## src/shared/clkmux_consts.svh

```systemverilog
`ifndef CLKMUX_CONSTS_SVH
`define CLKMUX_CONSTS_SVH

// ****************************************************************
// register byte addresses
// ****************************************************************
`define USB_SOURCE_SELECT_ADDR 32'h400480C0
`define USB_SOURCE_UPDATE_ADDR 32'h400480C4
`define USB_CLOCK_DIVIDER_ADDR 32'h400480C8
`define OUT_SOURCE_SELECT_ADDR 32'h400480E0
`define OUT_SOURCE_UPDATE_ADDR 32'h400480E4
`define OUT_PIN_DIVIDER_ADDR 32'h400480E8
`define SWITCH_STATUS_ADDR 32'h400480F0

// ****************************************************************
// field positions
// ****************************************************************
`define SEL_MSB 1
`define DIV_MSB 7
`define UPDATE_BIT 0
`define ST_USB_BUSY 0
`define ST_USB_SRC_LSB 1
`define ST_OUT_BUSY 4
`define ST_OUT_SRC_LSB 5

// ****************************************************************
// reset values
// ****************************************************************
`define USB_SEL_RST 2'h0
`define USB_DIV_RST 8'h01
`define OUT_SEL_RST 2'h0
`define OUT_DIV_RST 8'h00
`define UPDATE_RST 1'h0

`endif

```

## src/shared/clkmux_pkg.sv

```systemverilog
`default_nettype none

package clkmux_pkg;

    typedef enum logic [1:0] {SW_IDLE, SW_DRAIN_OLD, SW_WAIT_NEW}
        switch_state_t;

    typedef enum logic [1:0] {USB_SRC_PLL, USB_SRC_MAIN, USB_SRC_RSV2,
        USB_SRC_RSV3} usb_src_t;

    typedef enum logic [1:0] {OUT_SRC_RC, OUT_SRC_XTAL, OUT_SRC_LFO,
        OUT_SRC_MAIN} out_src_t;

endpackage

`default_nettype wire

```

## src/hdl/clock_divider.sv

```systemverilog
`default_nettype none

module clock_divider #(
    parameter int DIV_WIDTH = 8
) (
    input wire logic clk_i,
    input wire logic nrst_i,
    input wire logic src_i,
    input wire logic [DIV_WIDTH-1:0] div_i,
    output logic clk_o
);

    // ****************************************************************
    // parameter check
    // ****************************************************************
    if (DIV_WIDTH < 2 || DIV_WIDTH > 16)
    begin : g_bad_width
        $error("clock_divider: DIV_WIDTH out of range");
    end

    logic src_reg;
    logic [DIV_WIDTH-1:0] cnt_reg;
    logic [DIV_WIDTH-1:0] cnt_next;
    logic [DIV_WIDTH-1:0] half;
    logic out_reg;
    logic rise;

    assign rise = src_i & ~src_reg;
    assign half = DIV_WIDTH'(({1'b0, div_i} + (DIV_WIDTH+1)'(1)) >> 1);
    assign clk_o = out_reg;

    // ****************************************************************
    // source edge tracking
    // ****************************************************************
    always_ff @(posedge clk_i)
    begin
        if (!nrst_i)
            src_reg <= 1'b0;
        else
            src_reg <= src_i;
    end

    always_comb
    begin
        if (cnt_reg >= div_i - DIV_WIDTH'(1))
            cnt_next = '0;
        else
            cnt_next = cnt_reg + DIV_WIDTH'(1);
    end

    // ****************************************************************
    // divide by n, zero stops
    // ****************************************************************
    always_ff @(posedge clk_i)
    begin
        if (!nrst_i)
        begin
            cnt_reg <= '0;
            out_reg <= 1'b0;
        end
        else if (div_i == '0)
        begin
            cnt_reg <= '0;
            out_reg <= 1'b0;
        end
        else if (div_i == DIV_WIDTH'(1))
        begin
            cnt_reg <= '0;
            out_reg <= src_i;
        end
        else if (rise)
        begin
            cnt_reg <= cnt_next;
            out_reg <= (cnt_next < half);
        end
    end

endmodule

`default_nettype wire

```

## src/hdl/clock_mux_top.sv

```systemverilog
// What this block does
// - usb source code 0 picks usb pll, 1 main clock, 2 and 3 reserved
// - usb selector change waits for a zero-to-one edge on its update bit
// - usb update register: bit 0, resets zero, one requests the update
// - after reset the usb clock comes from the usb pll
// - usb divider eight bits, zero stops, n divides by n, resets to one
// - pin source 0 rc, 1 crystal, 2 low-frequency, 3 main; resets rc
// - pin selector change waits for a zero-to-one edge on its bit 0
// - pin update register: bit 0, resets zero, one requests the update
// - pin divider eight bits, resets zero, zero disables, n divides by n
`include "clkmux_consts.svh"
`default_nettype none

module clock_mux_top
    import clkmux_pkg::*;
#(
    parameter int DIV_WIDTH = 8
) (
    input wire logic CLK_I,
    input wire logic NRST_I,
    input wire logic [31:0] ADDR_I,
    input wire logic [31:0] WDATA_I,
    input wire logic WR_I,
    input wire logic RD_I,
    output logic [31:0] RDATA_O,
    input wire logic USB_PLL_CLK_I,
    input wire logic MAIN_CLK_I,
    input wire logic RC_OSC_CLK_I,
    input wire logic XTAL_CLK_I,
    input wire logic LFO_CLK_I,
    output logic USB_CLK_O,
    output logic CLOCK_OUTPUT_PIN_O
);

    // ****************************************************************
    // parameter check
    // ****************************************************************
    if (DIV_WIDTH != 8)
    begin : g_bad_width
        $error("clock_mux_top: register layout needs DIV_WIDTH of 8");
    end

    // ****************************************************************
    // helper functions
    // ****************************************************************
    function automatic logic hit(input logic [31:0] addr,
                                 input logic [31:0] target);
        hit = (addr == target);
    endfunction

    function automatic logic usb_pick(input logic [1:0] sel,
                                      input logic pll,
                                      input logic main_clk);
        case (sel)
            USB_SRC_PLL: usb_pick = pll;
            USB_SRC_MAIN: usb_pick = main_clk;
            default: usb_pick = 1'b0;
        endcase
    endfunction

    function automatic logic out_pick(input logic [1:0] sel,
                                      input logic [3:0] srcs);
        case (sel)
            OUT_SRC_RC: out_pick = srcs[0];
            OUT_SRC_XTAL: out_pick = srcs[1];
            OUT_SRC_LFO: out_pick = srcs[2];
            OUT_SRC_MAIN: out_pick = srcs[3];
            default: out_pick = 1'b0;
        endcase
    endfunction

    // ****************************************************************
    // declarations
    // ****************************************************************
    logic [1:0] usb_source_select_reg;
    logic usb_source_update_reg;
    logic [7:0] usb_clock_divider_reg;
    logic [1:0] output_pin_source_select_reg;
    logic output_pin_source_update_reg;
    logic [7:0] output_pin_divider_reg;
    logic [31:0] rdata_reg;
    logic [31:0] rdata_next;
    logic usb_req;
    logic out_req;
    logic usb_pend_reg;
    logic out_pend_reg;
    switch_state_t usb_state_reg;
    switch_state_t out_state_reg;
    logic [1:0] usb_applied_reg;
    logic [1:0] usb_target_reg;
    logic usb_gate_reg;
    logic [1:0] out_applied_reg;
    logic [1:0] out_target_reg;
    logic out_gate_reg;
    logic [3:0] out_srcs;
    logic usb_cur;
    logic usb_gated;
    logic out_cur;
    logic out_gated;

    assign out_srcs = {MAIN_CLK_I, LFO_CLK_I, XTAL_CLK_I, RC_OSC_CLK_I};
    assign RDATA_O = rdata_reg;

    // ****************************************************************
    // update edge detection
    // ****************************************************************
    assign usb_req = WR_I && hit(ADDR_I, `USB_SOURCE_UPDATE_ADDR)
                     && WDATA_I[`UPDATE_BIT] && !usb_source_update_reg;
    assign out_req = WR_I && hit(ADDR_I, `OUT_SOURCE_UPDATE_ADDR)
                     && WDATA_I[`UPDATE_BIT]
                     && !output_pin_source_update_reg;

    // ****************************************************************
    // usb registers
    // ****************************************************************
    always_ff @(posedge CLK_I)
    begin
        if (!NRST_I)
            usb_source_select_reg <= `USB_SEL_RST;
        else if (WR_I && hit(ADDR_I, `USB_SOURCE_SELECT_ADDR))
            usb_source_select_reg <= WDATA_I[`SEL_MSB:0];
    end

    always_ff @(posedge CLK_I)
    begin
        if (!NRST_I)
            usb_source_update_reg <= `UPDATE_RST;
        else if (WR_I && hit(ADDR_I, `USB_SOURCE_UPDATE_ADDR))
            usb_source_update_reg <= WDATA_I[`UPDATE_BIT];
    end

    always_ff @(posedge CLK_I)
    begin
        if (!NRST_I)
            usb_clock_divider_reg <= `USB_DIV_RST;
        else if (WR_I && hit(ADDR_I, `USB_CLOCK_DIVIDER_ADDR))
            usb_clock_divider_reg <= WDATA_I[`DIV_MSB:0];
    end

    // ****************************************************************
    // pin registers
    // ****************************************************************
    always_ff @(posedge CLK_I)
    begin
        if (!NRST_I)
            output_pin_source_select_reg <= `OUT_SEL_RST;
        else if (WR_I && hit(ADDR_I, `OUT_SOURCE_SELECT_ADDR))
            output_pin_source_select_reg <= WDATA_I[`SEL_MSB:0];
    end

    always_ff @(posedge CLK_I)
    begin
        if (!NRST_I)
            output_pin_source_update_reg <= `UPDATE_RST;
        else if (WR_I && hit(ADDR_I, `OUT_SOURCE_UPDATE_ADDR))
            output_pin_source_update_reg <= WDATA_I[`UPDATE_BIT];
    end

    always_ff @(posedge CLK_I)
    begin
        if (!NRST_I)
            output_pin_divider_reg <= `OUT_DIV_RST;
        else if (WR_I && hit(ADDR_I, `OUT_PIN_DIVIDER_ADDR))
            output_pin_divider_reg <= WDATA_I[`DIV_MSB:0];
    end

    // ****************************************************************
    // read path
    // ****************************************************************
    always_comb
    begin
        rdata_next = 32'h00000000;
        if (hit(ADDR_I, `USB_SOURCE_SELECT_ADDR))
            rdata_next[`SEL_MSB:0] = usb_source_select_reg;
        else if (hit(ADDR_I, `USB_SOURCE_UPDATE_ADDR))
            rdata_next[`UPDATE_BIT] = usb_source_update_reg;
        else if (hit(ADDR_I, `USB_CLOCK_DIVIDER_ADDR))
            rdata_next[`DIV_MSB:0] = usb_clock_divider_reg;
        else if (hit(ADDR_I, `OUT_SOURCE_SELECT_ADDR))
            rdata_next[`SEL_MSB:0] = output_pin_source_select_reg;
        else if (hit(ADDR_I, `OUT_SOURCE_UPDATE_ADDR))
            rdata_next[`UPDATE_BIT] = output_pin_source_update_reg;
        else if (hit(ADDR_I, `OUT_PIN_DIVIDER_ADDR))
            rdata_next[`DIV_MSB:0] = output_pin_divider_reg;
        else if (hit(ADDR_I, `SWITCH_STATUS_ADDR))
        begin
            rdata_next[`ST_USB_BUSY] = (usb_state_reg != SW_IDLE)
                                       || usb_pend_reg;
            rdata_next[`ST_USB_SRC_LSB+1:`ST_USB_SRC_LSB] = usb_applied_reg;
            rdata_next[`ST_OUT_BUSY] = (out_state_reg != SW_IDLE)
                                       || out_pend_reg;
            rdata_next[`ST_OUT_SRC_LSB+1:`ST_OUT_SRC_LSB] = out_applied_reg;
        end
    end

    always_ff @(posedge CLK_I)
    begin
        if (!NRST_I)
            rdata_reg <= 32'h00000000;
        else if (RD_I)
            rdata_reg <= rdata_next;
        else
            rdata_reg <= 32'h00000000;
    end

    // ****************************************************************
    // pending update requests
    // ****************************************************************
    always_ff @(posedge CLK_I)
    begin
        if (!NRST_I)
            usb_pend_reg <= 1'b0;
        else if (usb_req)
            usb_pend_reg <= 1'b1;
        else if (usb_state_reg == SW_IDLE)
            usb_pend_reg <= 1'b0;
    end

    always_ff @(posedge CLK_I)
    begin
        if (!NRST_I)
            out_pend_reg <= 1'b0;
        else if (out_req)
            out_pend_reg <= 1'b1;
        else if (out_state_reg == SW_IDLE)
            out_pend_reg <= 1'b0;
    end

    // ****************************************************************
    // usb glitch-free switch
    // ****************************************************************
    assign usb_cur = usb_pick(usb_applied_reg, USB_PLL_CLK_I, MAIN_CLK_I);
    assign usb_gated = usb_gate_reg & usb_cur;

    always_ff @(posedge CLK_I)
    begin
        if (!NRST_I)
        begin
            usb_state_reg <= SW_IDLE;
            usb_applied_reg <= `USB_SEL_RST;
            usb_target_reg <= `USB_SEL_RST;
            usb_gate_reg <= 1'b1;
        end
        else
        begin
            case (usb_state_reg)
                SW_IDLE:
                begin
                    if (usb_pend_reg && usb_source_select_reg[1] == 1'b0
                        && usb_source_select_reg != usb_applied_reg)
                    begin
                        usb_target_reg <= usb_source_select_reg;
                        usb_state_reg <= SW_DRAIN_OLD;
                    end
                end
                SW_DRAIN_OLD:
                begin
                    if (!usb_cur)
                    begin
                        usb_gate_reg <= 1'b0;
                        usb_applied_reg <= usb_target_reg;
                        usb_state_reg <= SW_WAIT_NEW;
                    end
                end
                SW_WAIT_NEW:
                begin
                    if (!usb_cur)
                    begin
                        usb_gate_reg <= 1'b1;
                        usb_state_reg <= SW_IDLE;
                    end
                end
                default:
                    usb_state_reg <= SW_IDLE;
            endcase
        end
    end

    // ****************************************************************
    // pin glitch-free switch
    // ****************************************************************
    assign out_cur = out_pick(out_applied_reg, out_srcs);
    assign out_gated = out_gate_reg & out_cur;

    always_ff @(posedge CLK_I)
    begin
        if (!NRST_I)
        begin
            out_state_reg <= SW_IDLE;
            out_applied_reg <= `OUT_SEL_RST;
            out_target_reg <= `OUT_SEL_RST;
            out_gate_reg <= 1'b1;
        end
        else
        begin
            case (out_state_reg)
                SW_IDLE:
                begin
                    if (out_pend_reg
                        && output_pin_source_select_reg != out_applied_reg)
                    begin
                        out_target_reg <= output_pin_source_select_reg;
                        out_state_reg <= SW_DRAIN_OLD;
                    end
                end
                SW_DRAIN_OLD:
                begin
                    if (!out_cur)
                    begin
                        out_gate_reg <= 1'b0;
                        out_applied_reg <= out_target_reg;
                        out_state_reg <= SW_WAIT_NEW;
                    end
                end
                SW_WAIT_NEW:
                begin
                    if (!out_cur)
                    begin
                        out_gate_reg <= 1'b1;
                        out_state_reg <= SW_IDLE;
                    end
                end
                default:
                    out_state_reg <= SW_IDLE;
            endcase
        end
    end

    // ****************************************************************
    // dividers
    // ****************************************************************
    clock_divider #(
        .DIV_WIDTH(DIV_WIDTH)
    ) u_usb_div (
        .clk_i(CLK_I),
        .nrst_i(NRST_I),
        .src_i(usb_gated),
        .div_i(usb_clock_divider_reg),
        .clk_o(USB_CLK_O)
    );

    clock_divider #(
        .DIV_WIDTH(DIV_WIDTH)
    ) u_out_div (
        .clk_i(CLK_I),
        .nrst_i(NRST_I),
        .src_i(out_gated),
        .div_i(output_pin_divider_reg),
        .clk_o(CLOCK_OUTPUT_PIN_O)
    );

endmodule

`default_nettype wire

```

## config.mk

```make
export PLATFORM = sky130hd
export DESIGN_NAME = clock_mux_top
export DESIGN_NICKNAME = d
export VERILOG_FILES = /design/src/shared/clkmux_pkg.sv /design/src/hdl/clock_divider.sv /design/src/hdl/clock_mux_top.sv
export VERILOG_INCLUDE_DIRS = /design/src /design/src/shared
export SDC_FILE = /design/constraint.sdc
export NUM_CORES = 1
export LEC_CHECK = 0
export BUFFER_PORTS_ARGS = -buffer_cell sky130_fd_sc_hd__buf_2
export CORE_MARGIN = 4
export CORE_UTILIZATION = 50
export CTS_CLUSTER_DIAMETER = 100
export DETAILED_ROUTE_END_ITERATION = 16
export HOLD_SLACK_MARGIN = 0.03
export PLACE_DENSITY_LB_ADDON = 0.08
export SETUP_SLACK_MARGIN = 0.15
export SYNTH_ARGS = -nofsm -noshare
export SYNTH_HDL_FRONTEND = slang
export SYNTH_HIERARCHICAL = 1
export SYNTH_SLANG_ARGS = --single-unit
```

## constraint.sdc

```tcl
create_clock -name CLK_I -period 11 [get_ports CLK_I]
set_clock_uncertainty 0.2 [all_clocks]
set_input_delay 1.65 -clock CLK_I [delete_from_list [all_inputs] [get_ports CLK_I]]
set_output_delay 1.65 -clock CLK_I [all_outputs]
set_load 0.02 [all_outputs]
```

==> impl_metrics.py <==
metrics = {
    "run_status": {
        "status": "finished clean",
    },
    "yosys": {
        "synthCells": 599,
        "synthArstFlopShare_pct": 0,
        "synth_flop_cell": "dfxtp_1",
        "synth_edf_count": 0,
        "avgSynthCellArea_um2": 8.28,
        "ys_seq_area_share_pct": 26.6,
        "yosys.cell_types.count": 70,
        "ys_ff_latch": 66,
        "synth_area_um2": 4960,
        "ys_warn_count": 6,
    },
    "grt": {
        "grt_antenna_before_repair": 0,
        "grt-ovfl-total": 0,
        "grt_pass1_vias": 4095,
        "grt_pass1_wl_um": 19600,
        "grt_start_max_net_pins": 53,
        "track_usage_pct": 20.8,
    },
    "critical_path": {
        "cp_max_fo": 12,
        "arrival_ps": 4200,
        "r2r_start": "usb_clock_divider_reg[3]",
        "worstSetupEndpointType": "flop",
        "required_ps": 11100,
        "critPathKind": "flop to flop",
        "worstSetupStartpointType": "flop",
        "crit_path_start": "usb_clock_divider_reg[3]",
    },
    "worst_hold_path": {
        "min_from": "usb_target_reg[1]",
        "hp-class": "flop to flop",
    },
    "clock_network": {
        "holdBufCountCts": 0,
        "cts-buffers-inserted": 9,
        "cts_root_buf": "clkbuf_8",
        "htree_levels": 3,
        "clock_latency_ps": 360,
        "cts_tree": "built",
        "path_clk_slew_ps": 80,
        "cts_resized": 0,
        "cts_sinks": 66,
        "cts_buffer_depth": 2,
        "post_cts_buffers": 0,
    },
    "final_layout": {
        "n_antenna_cell": 0,
        "finalNetCount": 755,
        "syn2layout_area_growth_pct": 8.95,
        "drive_gt1_share_pct": 15.2,
    },
    "drt": {
        "vias_per_cell": 5.57,
        "routedWlPerCell_um": 15.1,
        "drt_iter0_drc": 155,
        "route.detailed.drc": 0,
        "ant_nets": 0,
        "wl_um": 11800,
        "vias": 4339,
        "firstDrtPassIters": 6,
    },
    "timing": {
        "grt_setup_unrepaired": "no",
        "fin_setup_tns_ps": 0,
        "final_max_slew_viol_count": 0,
        "final_hold_viol_count": 0,
        "max_freq_mhz": 244,
        "finalCriticalPeriod_ps": 4100,
        "fin_crit_sh_pct": 37.3,
        "tightest_slew_ps": 851,
        "slew_headroom_pct": 43.3,
        "finalSetupViolations": 0,
    },
    "floorplan": {
        "rows": 36,
        "start_util_pct": 51.0,
        "die_h_um": 108,
        "dieArea_um2": 11600,
        "die_w_um": 108,
        "num_io_pins": 107,
        "core_um2": 9730,
    },
    "power": {
        "finalPower_uw": 506,
        "p_per_area_nw_per_um2": 93.7,
        "power_frac_seq_pct": 47.3,
        "pwr-share-comb_pct": 7.0,
        "p_switching_uw": 129,
        "p_leak_nw": 2.21,
        "ir_drop_mv": 0.0601,
        "clkPwrFrac_pct": 45.7,
        "sw_frac_of_total_pct": 25.5,
        "power.internal_uw": 378,
    },
    "placed_design": {
        "gp_congestion": 0.869,
        "dpl.hpwl_um": 8810,
        "port_buffers": 58,
    },
    "run": {
        "maxCapViolations": 0,
    },
}
-- through the flow --
stage / hold WS (ps) / worst slack, ps / utilization (%) / area [um2] / cells
2_1_floorplan: 243 / 7180 / - / 5050 / 622
3_3_place_gp: 268 / 6980 / 53.3 / 5190 / 764
3_5_place_dp: 271 / 6910 / 53.3 / 5190 / 764
4_1_cts: 289 / 6890 / 55.6 / 5410 / 779
5_1_grt: 310 / 6650 / 55.6 / 5410 / 779
6_report: 285 / 6900 / 55.6 / 5410 / 779
-- routing by layer --
| layer | share of wire (%) | GRT usage [%] | routed length, um |
|---|---|---|---|
| met3 | 4.5 | 2.94 | 529 |
| met1 | 47 | 27.7 | 5540 |
| met5 | 0 | 0 | 0 |
| met2 | 47 | 34.2 | 5580 |
| met4 | 1.3 | 7.84 | 151 |
-- path summary, 6_finish.rpt --
kind / cells past startpoint / endpoint / slack (ps)
hold reg to reg: 1 / usb_target_reg[1] / 280
setup reg to reg: 14 / u_usb_div/clk_o / 6900
setup / recovery: 14 / u_usb_div/clk_o / 6900
hold / removal: 1 / usb_target_reg[1] / 280
-- area by class of cell --
type / instances / area (um2)
Sequential cell: 66 / 1320
Clock buffer: 9 / 124
Fill cell: 927 / 4320
Timing Repair Buffer: 58 / 290
Multi-Input combinational cell: 491 / 3350
Tap cell: 133 / 166
Inverter: 16 / 60.1
Clock inverter: 6 / 91.3
-- cells in the mapped netlist, types with 3 or more instances --
cell      number  area, um2
a21oi_1       15       75.1
inv_1         16       60.1
a21o_1         5       37.5
or4_1          5       37.5
a31oi_1        5       31.3
or3_1          5       31.3
mux2_2         4       45.0
a2111o_1       3       33.8
nand4b_1       3       26.3
nor3_1        12       60.1
nor4b_1        3       26.3
nor2b_1       15       93.8
ha_1          40        500
nand2b_1       6       37.5
clkbuf_8       3       41.3
a32oi_1        3       26.3
nand3_1       25        125
o211ai_1       8       60.1
or2_2          4       25.0
a21boi_0       8       60.1
a22oi_1        3       22.5
nor3b_1        5       37.5
nor4_1        11       68.8
dfxtp_1       66       1320
nor4_2         3       37.5
and2_1         3       18.8
nand4_1       12       75.1
nand2_1       74        278
xor2_1        26        228
nor2_1        40        150
mux2i_1       29        290
buf_4         24        180
and3_1        15       93.8
xnor2_1       13        114
o21ai_0       21        105
clkbuf_1      18       67.6
-- cell families (layout without fill, tap and decap cells) --
family | Yosys count | after routing | share of synthesized area, %
compound gates | 97 | 97 | 13.6
xor+xnor | 39 | 39 | 6.89
mux | 34 | 34 | 7.21
simple gates | 257 | 257 | 27.9
fa+ha+maj | 40 | 40 | 10.1
buf+inv | 65 | 89 | 7.54
flops | 66 | 66 | 26.6
other cells | 1 | 24 | 0.0756
-- power by group through the flow --
stage	Combinational (mW)	Sequential (mW)	Clock [mW]
floorplan	0.0294	0.245	0
global placement	0.0345	0.245	0
detailed placement	0.0351	0.245	0
CTS	0.0352	0.239	0.238
global route	0.0391	0.239	0.247
finish	0.0355	0.239	0.232
-- placed cells by master (no fill, tap or decap), types with 3 or more instances in the layout --
cell,count
a21o_1,5
and3_1,15
nor3_1,12
nor4_1,11
a22oi_1,3
a2111o_1,3
nor2_1,40
nand4_1,12
nor4b_1,3
o211ai_1,8
or3_1,5
or4_1,5
o21ai_0,21
clkinvlp_4,3
mux2_2,4
ha_1,40
conb_1,24
nor2b_1,15
or2_2,4
nor3b_1,5
mux2i_1,29
nand2b_1,6
buf_2,58
inv_1,16
a31oi_1,5
nor4_2,3
a21boi_0,8
dfxtp_1,66
clkbuf_8,9
xor2_1,26
and2_1,3
nand4b_1,3
a32oi_1,3
nand2_1,74
a21oi_1,15
xnor2_1,13
nand3_1,25
-- worst max-delay path, cell delays in order, from the launching register on --
cell	delay, ps
dfxtp_1	430
nor4_2	530
nand2_1	120
xor2_1	170
ha_1	320
and3_4	190
a221o_1	410
a31o_1	350
nor2_1	180
ha_1	280
a21o_1	190
a211oi_1	250
and3_1	230
o2111ai_1	120
nand3_1	90
(Power assumes the default switching activity.)
